`config.mk`:
```
export PLATFORM = sky130hd
export DESIGN_NAME = stepper_step_sequencer_flat
export DESIGN_NICKNAME = d
export VERILOG_FILES = /design/src/core/step_pkg.sv /design/src/core/step_link_if.sv /design/src/core/stepper_step_sequencer.sv /design/src/flat_wrapper.sv
export VERILOG_INCLUDE_DIRS = /design/src /design/src/core
export SDC_FILE = /design/constraint.sdc
export NUM_CORES = 1
export LEC_CHECK = 0
export BUFFER_PORTS_ARGS = -buffer_cell sky130_fd_sc_hd__buf_2
export CAP_MARGIN = 20
export CORE_UTILIZATION = 51
export DETAILED_ROUTE_END_ITERATION = 8
export GPL_ROUTABILITY_DRIVEN = 0
export GPL_TIMING_DRIVEN = 0
export PLACE_DENSITY = 0.7
export SLEW_MARGIN = 20
export SYNTH_ARGS = -nofsm -noshare
export SYNTH_HDL_FRONTEND = slang
export SYNTH_SLANG_ARGS = --single-unit
```
`constraint.sdc`:
```
create_clock -name mclk -period 5.7 [get_ports mclk]
set_input_delay 0.57 -clock mclk [delete_from_list [all_inputs] [get_ports mclk]]
set_output_delay 0.57 -clock mclk [all_outputs]
set_load 0.02 [all_outputs]
```
`src/core/step_defs.svh`:
```
`ifndef STEP_DEFS_SVH
`define STEP_DEFS_SVH
// Timing figures in ns, and cycle counts at the mclk rate.
`define MCLK_PERIOD_NS     25
`define STEP_PULSE_MIN_NS  2000
`define STEP_PULSE_CYC     ((`STEP_PULSE_MIN_NS + `MCLK_PERIOD_NS - 1) / `MCLK_PERIOD_NS)
`define WAKE_DELAY_NS      100000
`define WAKE_DELAY_CYC     ((`WAKE_DELAY_NS + `MCLK_PERIOD_NS - 1) / `MCLK_PERIOD_NS)
`define RESET_PULSE_NS     2000
`define RESET_PULSE_CYC    ((`RESET_PULSE_NS + `MCLK_PERIOD_NS - 1) / `MCLK_PERIOD_NS)
`define RESET_GAP_NS       5000
`define RESET_GAP_CYC      ((`RESET_GAP_NS + `MCLK_PERIOD_NS - 1) / `MCLK_PERIOD_NS + 1)
// Input noise filter: a level must stand this many cycles to be accepted.
`define FILT_LEN           8
// Ring position holding both phases at code 8, positive polarity.
`define RING_START         6'h00
`define RING_SIZE          64
`define CODE_8             4'h8
`define CODE_F             4'hf
`define CODE_OFF           4'h0
// Mode select codes, {sel_2, sel_1, sel_0}.
`define MODE_FULL_8        3'h0
`define MODE_FULL_F        3'h1
`define MODE_HALF          3'h2
`define MODE_HALF_F        3'h3
`define MODE_QUARTER       3'h4
`define MODE_EIGHTH        3'h5
`define MODE_SIXTEENTH     3'h6
`define MODE_DEEP_SLEEP    3'h7
// Host side register offsets on AHB-Lite.
`define REG_CTRL           32'h0000_0000
`define REG_STEP           32'h0000_0004
`define REG_STATUS         32'h0000_0008
`define REG_PHASE          32'h0000_000c
`endif

```
`src/core/step_pkg.sv`:
```
package step_pkg;
	typedef enum logic [3:0] {
		ST_IDLE  = 4'b0001,
		ST_HIGH  = 4'b0010,
		ST_LOW   = 4'b0100,
		ST_RESET = 4'b1000
	} host_state_t;
	typedef logic [2:0] step_mode_t;
endpackage : step_pkg

```
`src/core/step_link_if.sv`:
```
`timescale 1ns/1ps
interface step_link_if;
	logic       step_clock;
	logic       logic_reset;
	logic       step_direction;
	logic       step_mode_sel_0;
	logic       step_mode_sel_1;
	logic       step_mode_sel_2;
	logic       reference_sleep_input;
	logic       sync_select;
	logic       two_phase_monitor;
	logic       phase_a_neg;
	logic       phase_b_neg;
	logic [3:0] phase_a_code;
	logic [3:0] phase_b_code;
	modport device (
		input  step_clock, logic_reset, step_direction, step_mode_sel_0,
		input  step_mode_sel_1, step_mode_sel_2, reference_sleep_input,
		input  sync_select,
		output two_phase_monitor, phase_a_neg, phase_b_neg,
		output phase_a_code, phase_b_code
	);
	modport host (
		output step_clock, logic_reset, step_direction, step_mode_sel_0,
		output step_mode_sel_1, step_mode_sel_2, reference_sleep_input,
		output sync_select,
		input  two_phase_monitor, phase_a_neg, phase_b_neg,
		input  phase_a_code, phase_b_code
	);
endinterface : step_link_if

```
`src/core/stepper_step_sequencer.sv`:
```
`timescale 1ns/1ps
`include "step_defs.svh"
module stepper_step_sequencer
	import step_pkg::*;
#(
	parameter bit DUAL_EDGE = 1'b0
) (
	input  wire logic mclk,
	input  wire logic srst,
	step_link_if.device link,
	output logic [5:0] ring_position,
	output logic       deep_sleep,
	output logic       light_sleep
);
	localparam int NIN = 7;
	// Order: step, reset, dir, sel0, sel1, sel2, sync.
	wire  [NIN-1:0] raw_in;
	logic [NIN-1:0] sync_a;
	logic [NIN-1:0] sync_b;
	logic [NIN-1:0] filt;
	logic [5:0]     pos;
	logic           step_prev;
	logic           ref_a;
	logic           ref_b;
	step_mode_t     mode;

	assign raw_in = {link.sync_select, link.step_mode_sel_2,
		link.step_mode_sel_1, link.step_mode_sel_0, link.step_direction,
		link.logic_reset, link.step_clock};

	always_ff @(posedge mclk) begin
		if (srst) begin
			sync_a <= '0;
			sync_b <= '0;
			ref_a  <= 1'b0;
			ref_b  <= 1'b0;
		end else begin
			sync_a <= raw_in;
			sync_b <= sync_a;
			ref_a  <= link.reference_sleep_input;
			ref_b  <= ref_a;
		end
	end

	// A level is taken only after it has stood FILT_LEN cycles, so glitches
	// shorter than that never reach the sequencer; this adds latency.
	genvar gi;
	generate
		for (gi = 0; gi < NIN; gi++) begin : g_filt
			logic [3:0] cnt;
			always_ff @(posedge mclk) begin
				if (srst) begin
					cnt          <= 4'h0;
					filt[gi]     <= 1'b0;
				end else if (sync_b[gi] == filt[gi]) begin
					cnt          <= 4'h0;
				end else if (cnt == 4'(`FILT_LEN - 1)) begin
					cnt          <= 4'h0;
					filt[gi]     <= sync_b[gi];
				end else begin
					cnt          <= cnt + 4'h1;
				end
			end
		end
	endgenerate

	wire       f_step  = filt[0];
	wire       f_reset = filt[1];
	wire       f_dir   = filt[2];
	wire [2:0] f_sel   = filt[5:3];
	wire       rise    = f_step & ~step_prev;
	wire       fall    = ~f_step & step_prev;
	wire       edge_ev = rise | (DUAL_EDGE & fall);
	wire [2:0] sel_now = rise ? f_sel : mode;
	wire       sleeping = (sel_now == `MODE_DEEP_SLEEP);

	// Step size in ring units (ring has 64 entries, one per sixteenth step).
	logic [5:0] stride;
	always_comb begin
		case (sel_now)
			`MODE_FULL_8, `MODE_FULL_F: stride = 6'h10;
			`MODE_HALF, `MODE_HALF_F:   stride = 6'h08;
			`MODE_QUARTER:              stride = 6'h04;
			`MODE_EIGHTH:               stride = 6'h02;
			default:                    stride = 6'h01;
		endcase
	end

	// Align to the new resolution's grid when the mode changes, so the
	// next position always lies on the new mode's grid.
	wire [5:0] mask     = ~(stride - 6'h01);
	wire [5:0] base_fwd = pos & mask;
	wire [5:0] base_rev = (pos + stride - 6'h01) & mask;
	wire [5:0] next_pos = f_dir ? (base_rev - stride)
		: (base_fwd + stride);

	always_ff @(posedge mclk) begin
		if (srst || f_reset) begin
			pos       <= `RING_START;
			step_prev <= 1'b0;
			mode      <= `MODE_FULL_8;
		end else begin
			step_prev <= f_step;
			if (rise)
				mode <= f_sel;
			if (edge_ev && !sleeping)
				pos <= next_pos;
		end
	end

	// The ring is 64 sixteenth steps; pos[3:0] is the offset inside one
	// full step and pos[5:4] picks which phase is crossing zero.
	logic [3:0] off16;
	logic [3:0] a_code;
	logic [3:0] b_code;
	logic       a_neg;
	logic       b_neg;
	logic       cross_neg;
	logic       full_f;
	always_comb begin
		off16  = pos[3:0];
		full_f = (mode == `MODE_FULL_F) || (mode == `MODE_HALF_F);
		// Quadrant 0: A falls 8..1, B rises 8..F, then A off.
		case (pos[5:4])
			2'h0: begin
				a_neg = 1'b0;
				b_neg = 1'b0;
			end
			2'h1: begin
				a_neg = 1'b1;
				b_neg = 1'b0;
			end
			2'h2: begin
				a_neg = 1'b1;
				b_neg = 1'b1;
			end
			default: begin
				a_neg = 1'b0;
				b_neg = 1'b1;
			end
		endcase
		// Before the swap a_code is the phase that crosses zero in this
		// full step: it falls 8..1, is off at offset 8, then climbs 1..7
		// with the opposite polarity while the other phase turns back.
		if (off16 == 4'h0) begin
			a_code = full_f ? `CODE_F : `CODE_8;
			b_code = full_f ? `CODE_F : `CODE_8;
		end else if (off16 == 4'h8) begin
			a_code = `CODE_OFF;
			b_code = `CODE_F;
		end else if (off16[3]) begin
			a_code = off16 - 4'h8;
			b_code = 4'h8 - off16;
		end else begin
			a_code = 4'h8 - off16;
			b_code = 4'h8 + off16;
		end
		cross_neg = off16[3] && (off16 != 4'h8);
		if (pos[4]) begin
			// Odd quadrants mirror: the phase that was falling now rises.
			{a_code, b_code} = {b_code, a_code};
			b_neg = b_neg ^ cross_neg;
		end else begin
			a_neg = a_neg ^ cross_neg;
		end
	end

	always_ff @(posedge mclk) begin
		if (srst || f_reset) begin
			link.phase_a_code      <= `CODE_8;
			link.phase_b_code      <= `CODE_8;
			link.phase_a_neg       <= 1'b0;
			link.phase_b_neg       <= 1'b0;
			link.two_phase_monitor <= 1'b1;
			ring_position          <= `RING_START;
			deep_sleep             <= 1'b0;
			light_sleep            <= 1'b0;
		end else begin
			link.phase_a_code      <= a_code;
			link.phase_b_code      <= b_code;
			link.phase_a_neg       <= a_neg;
			link.phase_b_neg       <= b_neg;
			link.two_phase_monitor <= (pos[3:0] == 4'h0);
			ring_position          <= pos;
			deep_sleep             <= (mode == `MODE_DEEP_SLEEP);
			light_sleep            <= ref_b;
		end
	end
endmodule : stepper_step_sequencer

```
`src/flat_wrapper.sv`:
```
// flat-port wrapper written by rule: the top's interface ports become plain ports
module stepper_step_sequencer_flat import step_pkg::*;
#(
	parameter bit DUAL_EDGE = 1'b0
)
  (mclk, srst, ring_position, deep_sleep, light_sleep, link_step_clock, link_logic_reset, link_step_direction, link_step_mode_sel_0, link_step_mode_sel_1, link_step_mode_sel_2, link_reference_sleep_input, link_sync_select, link_two_phase_monitor, link_phase_a_neg, link_phase_b_neg, link_phase_a_code, link_phase_b_code);
  step_link_if link_i ();
  input  wire logic mclk;
  input  wire logic srst;
  output logic [5:0] ring_position;
  output logic deep_sleep;
  output logic light_sleep;
  input wire logic [$bits(link_i.step_clock)-1:0] link_step_clock;
  input wire logic [$bits(link_i.logic_reset)-1:0] link_logic_reset;
  input wire logic [$bits(link_i.step_direction)-1:0] link_step_direction;
  input wire logic [$bits(link_i.step_mode_sel_0)-1:0] link_step_mode_sel_0;
  input wire logic [$bits(link_i.step_mode_sel_1)-1:0] link_step_mode_sel_1;
  input wire logic [$bits(link_i.step_mode_sel_2)-1:0] link_step_mode_sel_2;
  input wire logic [$bits(link_i.reference_sleep_input)-1:0] link_reference_sleep_input;
  input wire logic [$bits(link_i.sync_select)-1:0] link_sync_select;
  output wire logic [$bits(link_i.two_phase_monitor)-1:0] link_two_phase_monitor;
  output wire logic [$bits(link_i.phase_a_neg)-1:0] link_phase_a_neg;
  output wire logic [$bits(link_i.phase_b_neg)-1:0] link_phase_b_neg;
  output wire logic [$bits(link_i.phase_a_code)-1:0] link_phase_a_code;
  output wire logic [$bits(link_i.phase_b_code)-1:0] link_phase_b_code;
  assign link_i.step_clock = link_step_clock;
  assign link_i.logic_reset = link_logic_reset;
  assign link_i.step_direction = link_step_direction;
  assign link_i.step_mode_sel_0 = link_step_mode_sel_0;
  assign link_i.step_mode_sel_1 = link_step_mode_sel_1;
  assign link_i.step_mode_sel_2 = link_step_mode_sel_2;
  assign link_i.reference_sleep_input = link_reference_sleep_input;
  assign link_i.sync_select = link_sync_select;
  assign link_two_phase_monitor = link_i.two_phase_monitor;
  assign link_phase_a_neg = link_i.phase_a_neg;
  assign link_phase_b_neg = link_i.phase_b_neg;
  assign link_phase_a_code = link_i.phase_a_code;
  assign link_phase_b_code = link_i.phase_b_code;
  stepper_step_sequencer #(.DUAL_EDGE(DUAL_EDGE)) u_core (.mclk(mclk), .srst(srst), .link(link_i), .ring_position(ring_position), .deep_sleep(deep_sleep), .light_sleep(light_sleep));
endmodule
```
==> impl_metrics.py <==
metrics = {
    "power": {
        "cellPowerDensity_nw_per_um2": 253,
        "vdd_drop_max_mv": 0.169,
        "p_seq_frac": 0.509,
        "leakage_nw": 1.68,
        "p_switching_mw": 0.221,
        "p_int_mw": 0.806,
        "p_clk_frac": 0.457,
        "swShare": 0.215,
        "power.share.combinational": 0.034,
    },
    "synthesis": {
        "ys_ff_latch": 73,
        "synth-edff-count": 0,
        "synth-seq-area-share": 0.408,
        "yosys.cell_types.count": 50,
        "synth_top_area_frac": 0.408,
        "yosysWarningCount": 0,
        "synthTopCellsByCount": "dfxtp_1, nor2_1, inv_1",
        "syn_area_per_cell_um2": 8.79,
        "async_flop_share": 0,
        "syn-cell-area_um2": 3580,
        "yosysMostFrequentCell": "dfxtp_1",
        "synth_ff_type": "dfxtp_1",
        "synth_top_cell_by_area": "dfxtp_1",
        "syn_inst": 407,
        "syn-num-nets": 441,
        "synth_area_leaders": "dfxtp_1, ha_1, nor2_1",
    },
    "flow_run": {
        "drv_cap": 0,
    },
    "timing": {
        "clock_skew_ns": 0.00731,
        "hold_violations": 0,
        "worstMarginPinSlew_ns": 0.496,
        "setup_viol": 0,
        "hold_slack_ns": 0.421,
        "fin_crit_sh": 0.639,
        "slew_headroom": 0.667,
        "slew_violations": 0,
        "setup_tns_ns": 0,
        "finalWorstPathRequiredPeriod_ns": 3.64,
        "fmax_ghz": 0.275,
        "rsz0062_at_grt": "no",
        "timing.final.ws_setup_ns": 2.06,
    },
    "clocking": {
        "ctsResizeCount": 0,
        "post-cts-setup-buffers": 0,
        "clk_pin_slew_worst_paths_ns": 0.08,
        "clk_latency_ns": 0.35,
        "root_buffer": "clkbuf_8",
        "cts-hold-fix-buffers": 0,
        "cts_tree": "done",
        "clk_path_buf_depth": 2,
        "htreeDepth": 3,
        "cts_sinks": 73,
        "cts_made_buffers": 9,
    },
    "worst_setup_path": {
        "critPathArrivalTime_ns": 3.88,
        "worstPathMaxFanout": 8,
        "cp-end-kind": "flop",
        "slowest_stage": "fa_1",
        "crit_path_start_kind": "flop",
        "path_cells": "buf_2 -> and4bb_2 -> a31oi_4 -> or2_2 -> ha_1 -> inv_1 -> ha_1 -> inv_1 -> fa_1 -> nor2_1 -> ha_1 -> nor2_1 -> a21oi_4 -> a211oi_2 -> xnor2_1 -> o21ai_1",
        "required_ns": 5.94,
        "crit_type": "reg -> reg",
        "max_stage_delay_ns": 0.49,
        "crit_top_cell": "ha_1",
    },
    "layout": {
        "area_growth_pct": 13.6,
        "antennaDiodeCount": 0,
        "stdcell_area_um2": 4070,
        "fin_nets": 478,
        "instances_no_fill": 545,
        "fill_cells": 613,
        "drive_above_1_share": 0.143,
    },
    "die": {
        "fp.dieH_um": 85.8,
        "pin_count": 29,
        "core_um2": 6790,
        "dieWidth_um": 85.8,
        "rows": 30,
        "dieArea_um2": 7360,
        "start_util": 0.527,
    },
    "route": {
        "drt_iter0_markers": 230,
        "wl_per_cell_um": 12.8,
        "firstDrtPassIters": 6,
        "drtAntennaViolNets": 0,
        "drc": 0,
        "drt_wl_total_um": 6960,
        "vias": 2811,
        "viasPerCell": 5.16,
    },
    "placed_design": {
        "dp_cells": 529,
        "hpwl_um": 5060,
        "placedInstanceArea_um2": 3830,
        "pre_cts_ws_ns": 2.12,
        "port_buffers": 26,
    },
    "global_route": {
        "antenna_found_initial": 0,
        "grt_use_total": 0.204,
        "grt_pass1_wl_um": 11700,
        "grt_max_degree": 14,
        "grt_overflow_total": 0,
        "grt_pass1_vias": 2567,
    },
    "hold_path": {
        "hp-class": "in -> reg",
    },
    "run_status": {
        "status": "complete, no violations",
    },
}
## area by class of cell
class | count | area (µm²) | share of cell area
Sequential cell | 73 | 1460 | 0.359
Inverter | 31 | 116 | 0.0286
Multi-Input combinational cell | 286 | 1920 | 0.471
Timing Repair Buffer | 26 | 130 | 0.0320
Buffer | 17 | 85.1 | 0.0209
Clock inverter | 5 | 86.3 | 0.0212
Tap cell | 96 | 120 | 0.0295
Clock buffer | 11 | 151 | 0.0372
## cells by family after synthesis
family                     Yosys count  share of synthesized area
AOI/OAI and AO/OA                   74                      0.138
xor gates and xnor gates            29                     0.0710
adders and majority gates           24                     0.0860
buffers and inverters               48                     0.0563
DFF                                 73                      0.408
muxes                                8                     0.0343
and+or+nand+nor                    151                      0.206
## worst paths after layout
check | startpoint | endpoint | slack [ns] | cells after the start
worst min-delay path | link_step_clock | u_core.sync_a[0] | 0.42 | 2
worst max register to register | u_core.f_sel[1] | u_core.pos[5] | 2.06 | 16
worst max-delay path | u_core.f_sel[1] | u_core.pos[5] | 2.06 | 16
worst min register to register | u_core.ref_b | u_core.light_sleep | 0.43 | 1
## state kept, by name, indices dropped and copies added, names as in the netlist, 3 cells and up
name / flops
u_core.f_sel: 3
u_core.g_filt.cnt: 24
u_core.link.phase_a_code: 4
u_core.link.phase_b_code: 4
u_core.mode: 3
u_core.pos: 6
u_core.ring_position: 6
u_core.sync_a: 6
u_core.sync_b: 6
## layout by cell type, fill, tap and decap left out, types with 11 or more instances in the layout
cell type and n:
nand2_1 26, inv_1 30, xnor2_1 18, xor2_1 11
nor3_1 12, nor2_1 57, dfxtp_1 73, buf_2 28
ha_1 23, o21ai_0 20, nor2b_1 14, clkbuf_8 11
clkbuf_1 13, a21oi_1 24, nand3_1 13
## through the flow
step	power, mW	util
after floorplan	0.559	-
after global placement	0.568	0.564
after detailed placement	0.570	0.564
after CTS	1.04	0.599
after global routing	1.06	0.599
final	1.03	0.599
## critical path: cells and delay by family (launching register included)
kind	cells	cell delay, ns
compound gates	4	0.49
xor+xnor	1	0.18
fa+ha+maj	4	1.28
buf+inv	3	0.28
flops	1	0.30
simple gates	4	1.01
## layer usage
layer,GRT usage,up-vias,share of wire
met5,0,-,0
met4,0.0894,0,0.022
met3,0.0481,16,0.048
met2,0.317,75,0.45
met1,0.271,1280,0.48
li1,-,1440,-
## power groups by stage
stage	clock [mW]	combinational, mW	sequential [mW]
6_report	0.470	0.0348	0.523
5_1_grt	0.496	0.0395	0.524
4_1_cts	0.478	0.0352	0.523
3_5_place_dp	0	0.0349	0.535
3_3_place_gp	0	0.0341	0.534
2_1_floorplan	0	0.0232	0.536
Power figures use the tool's default switching activity.
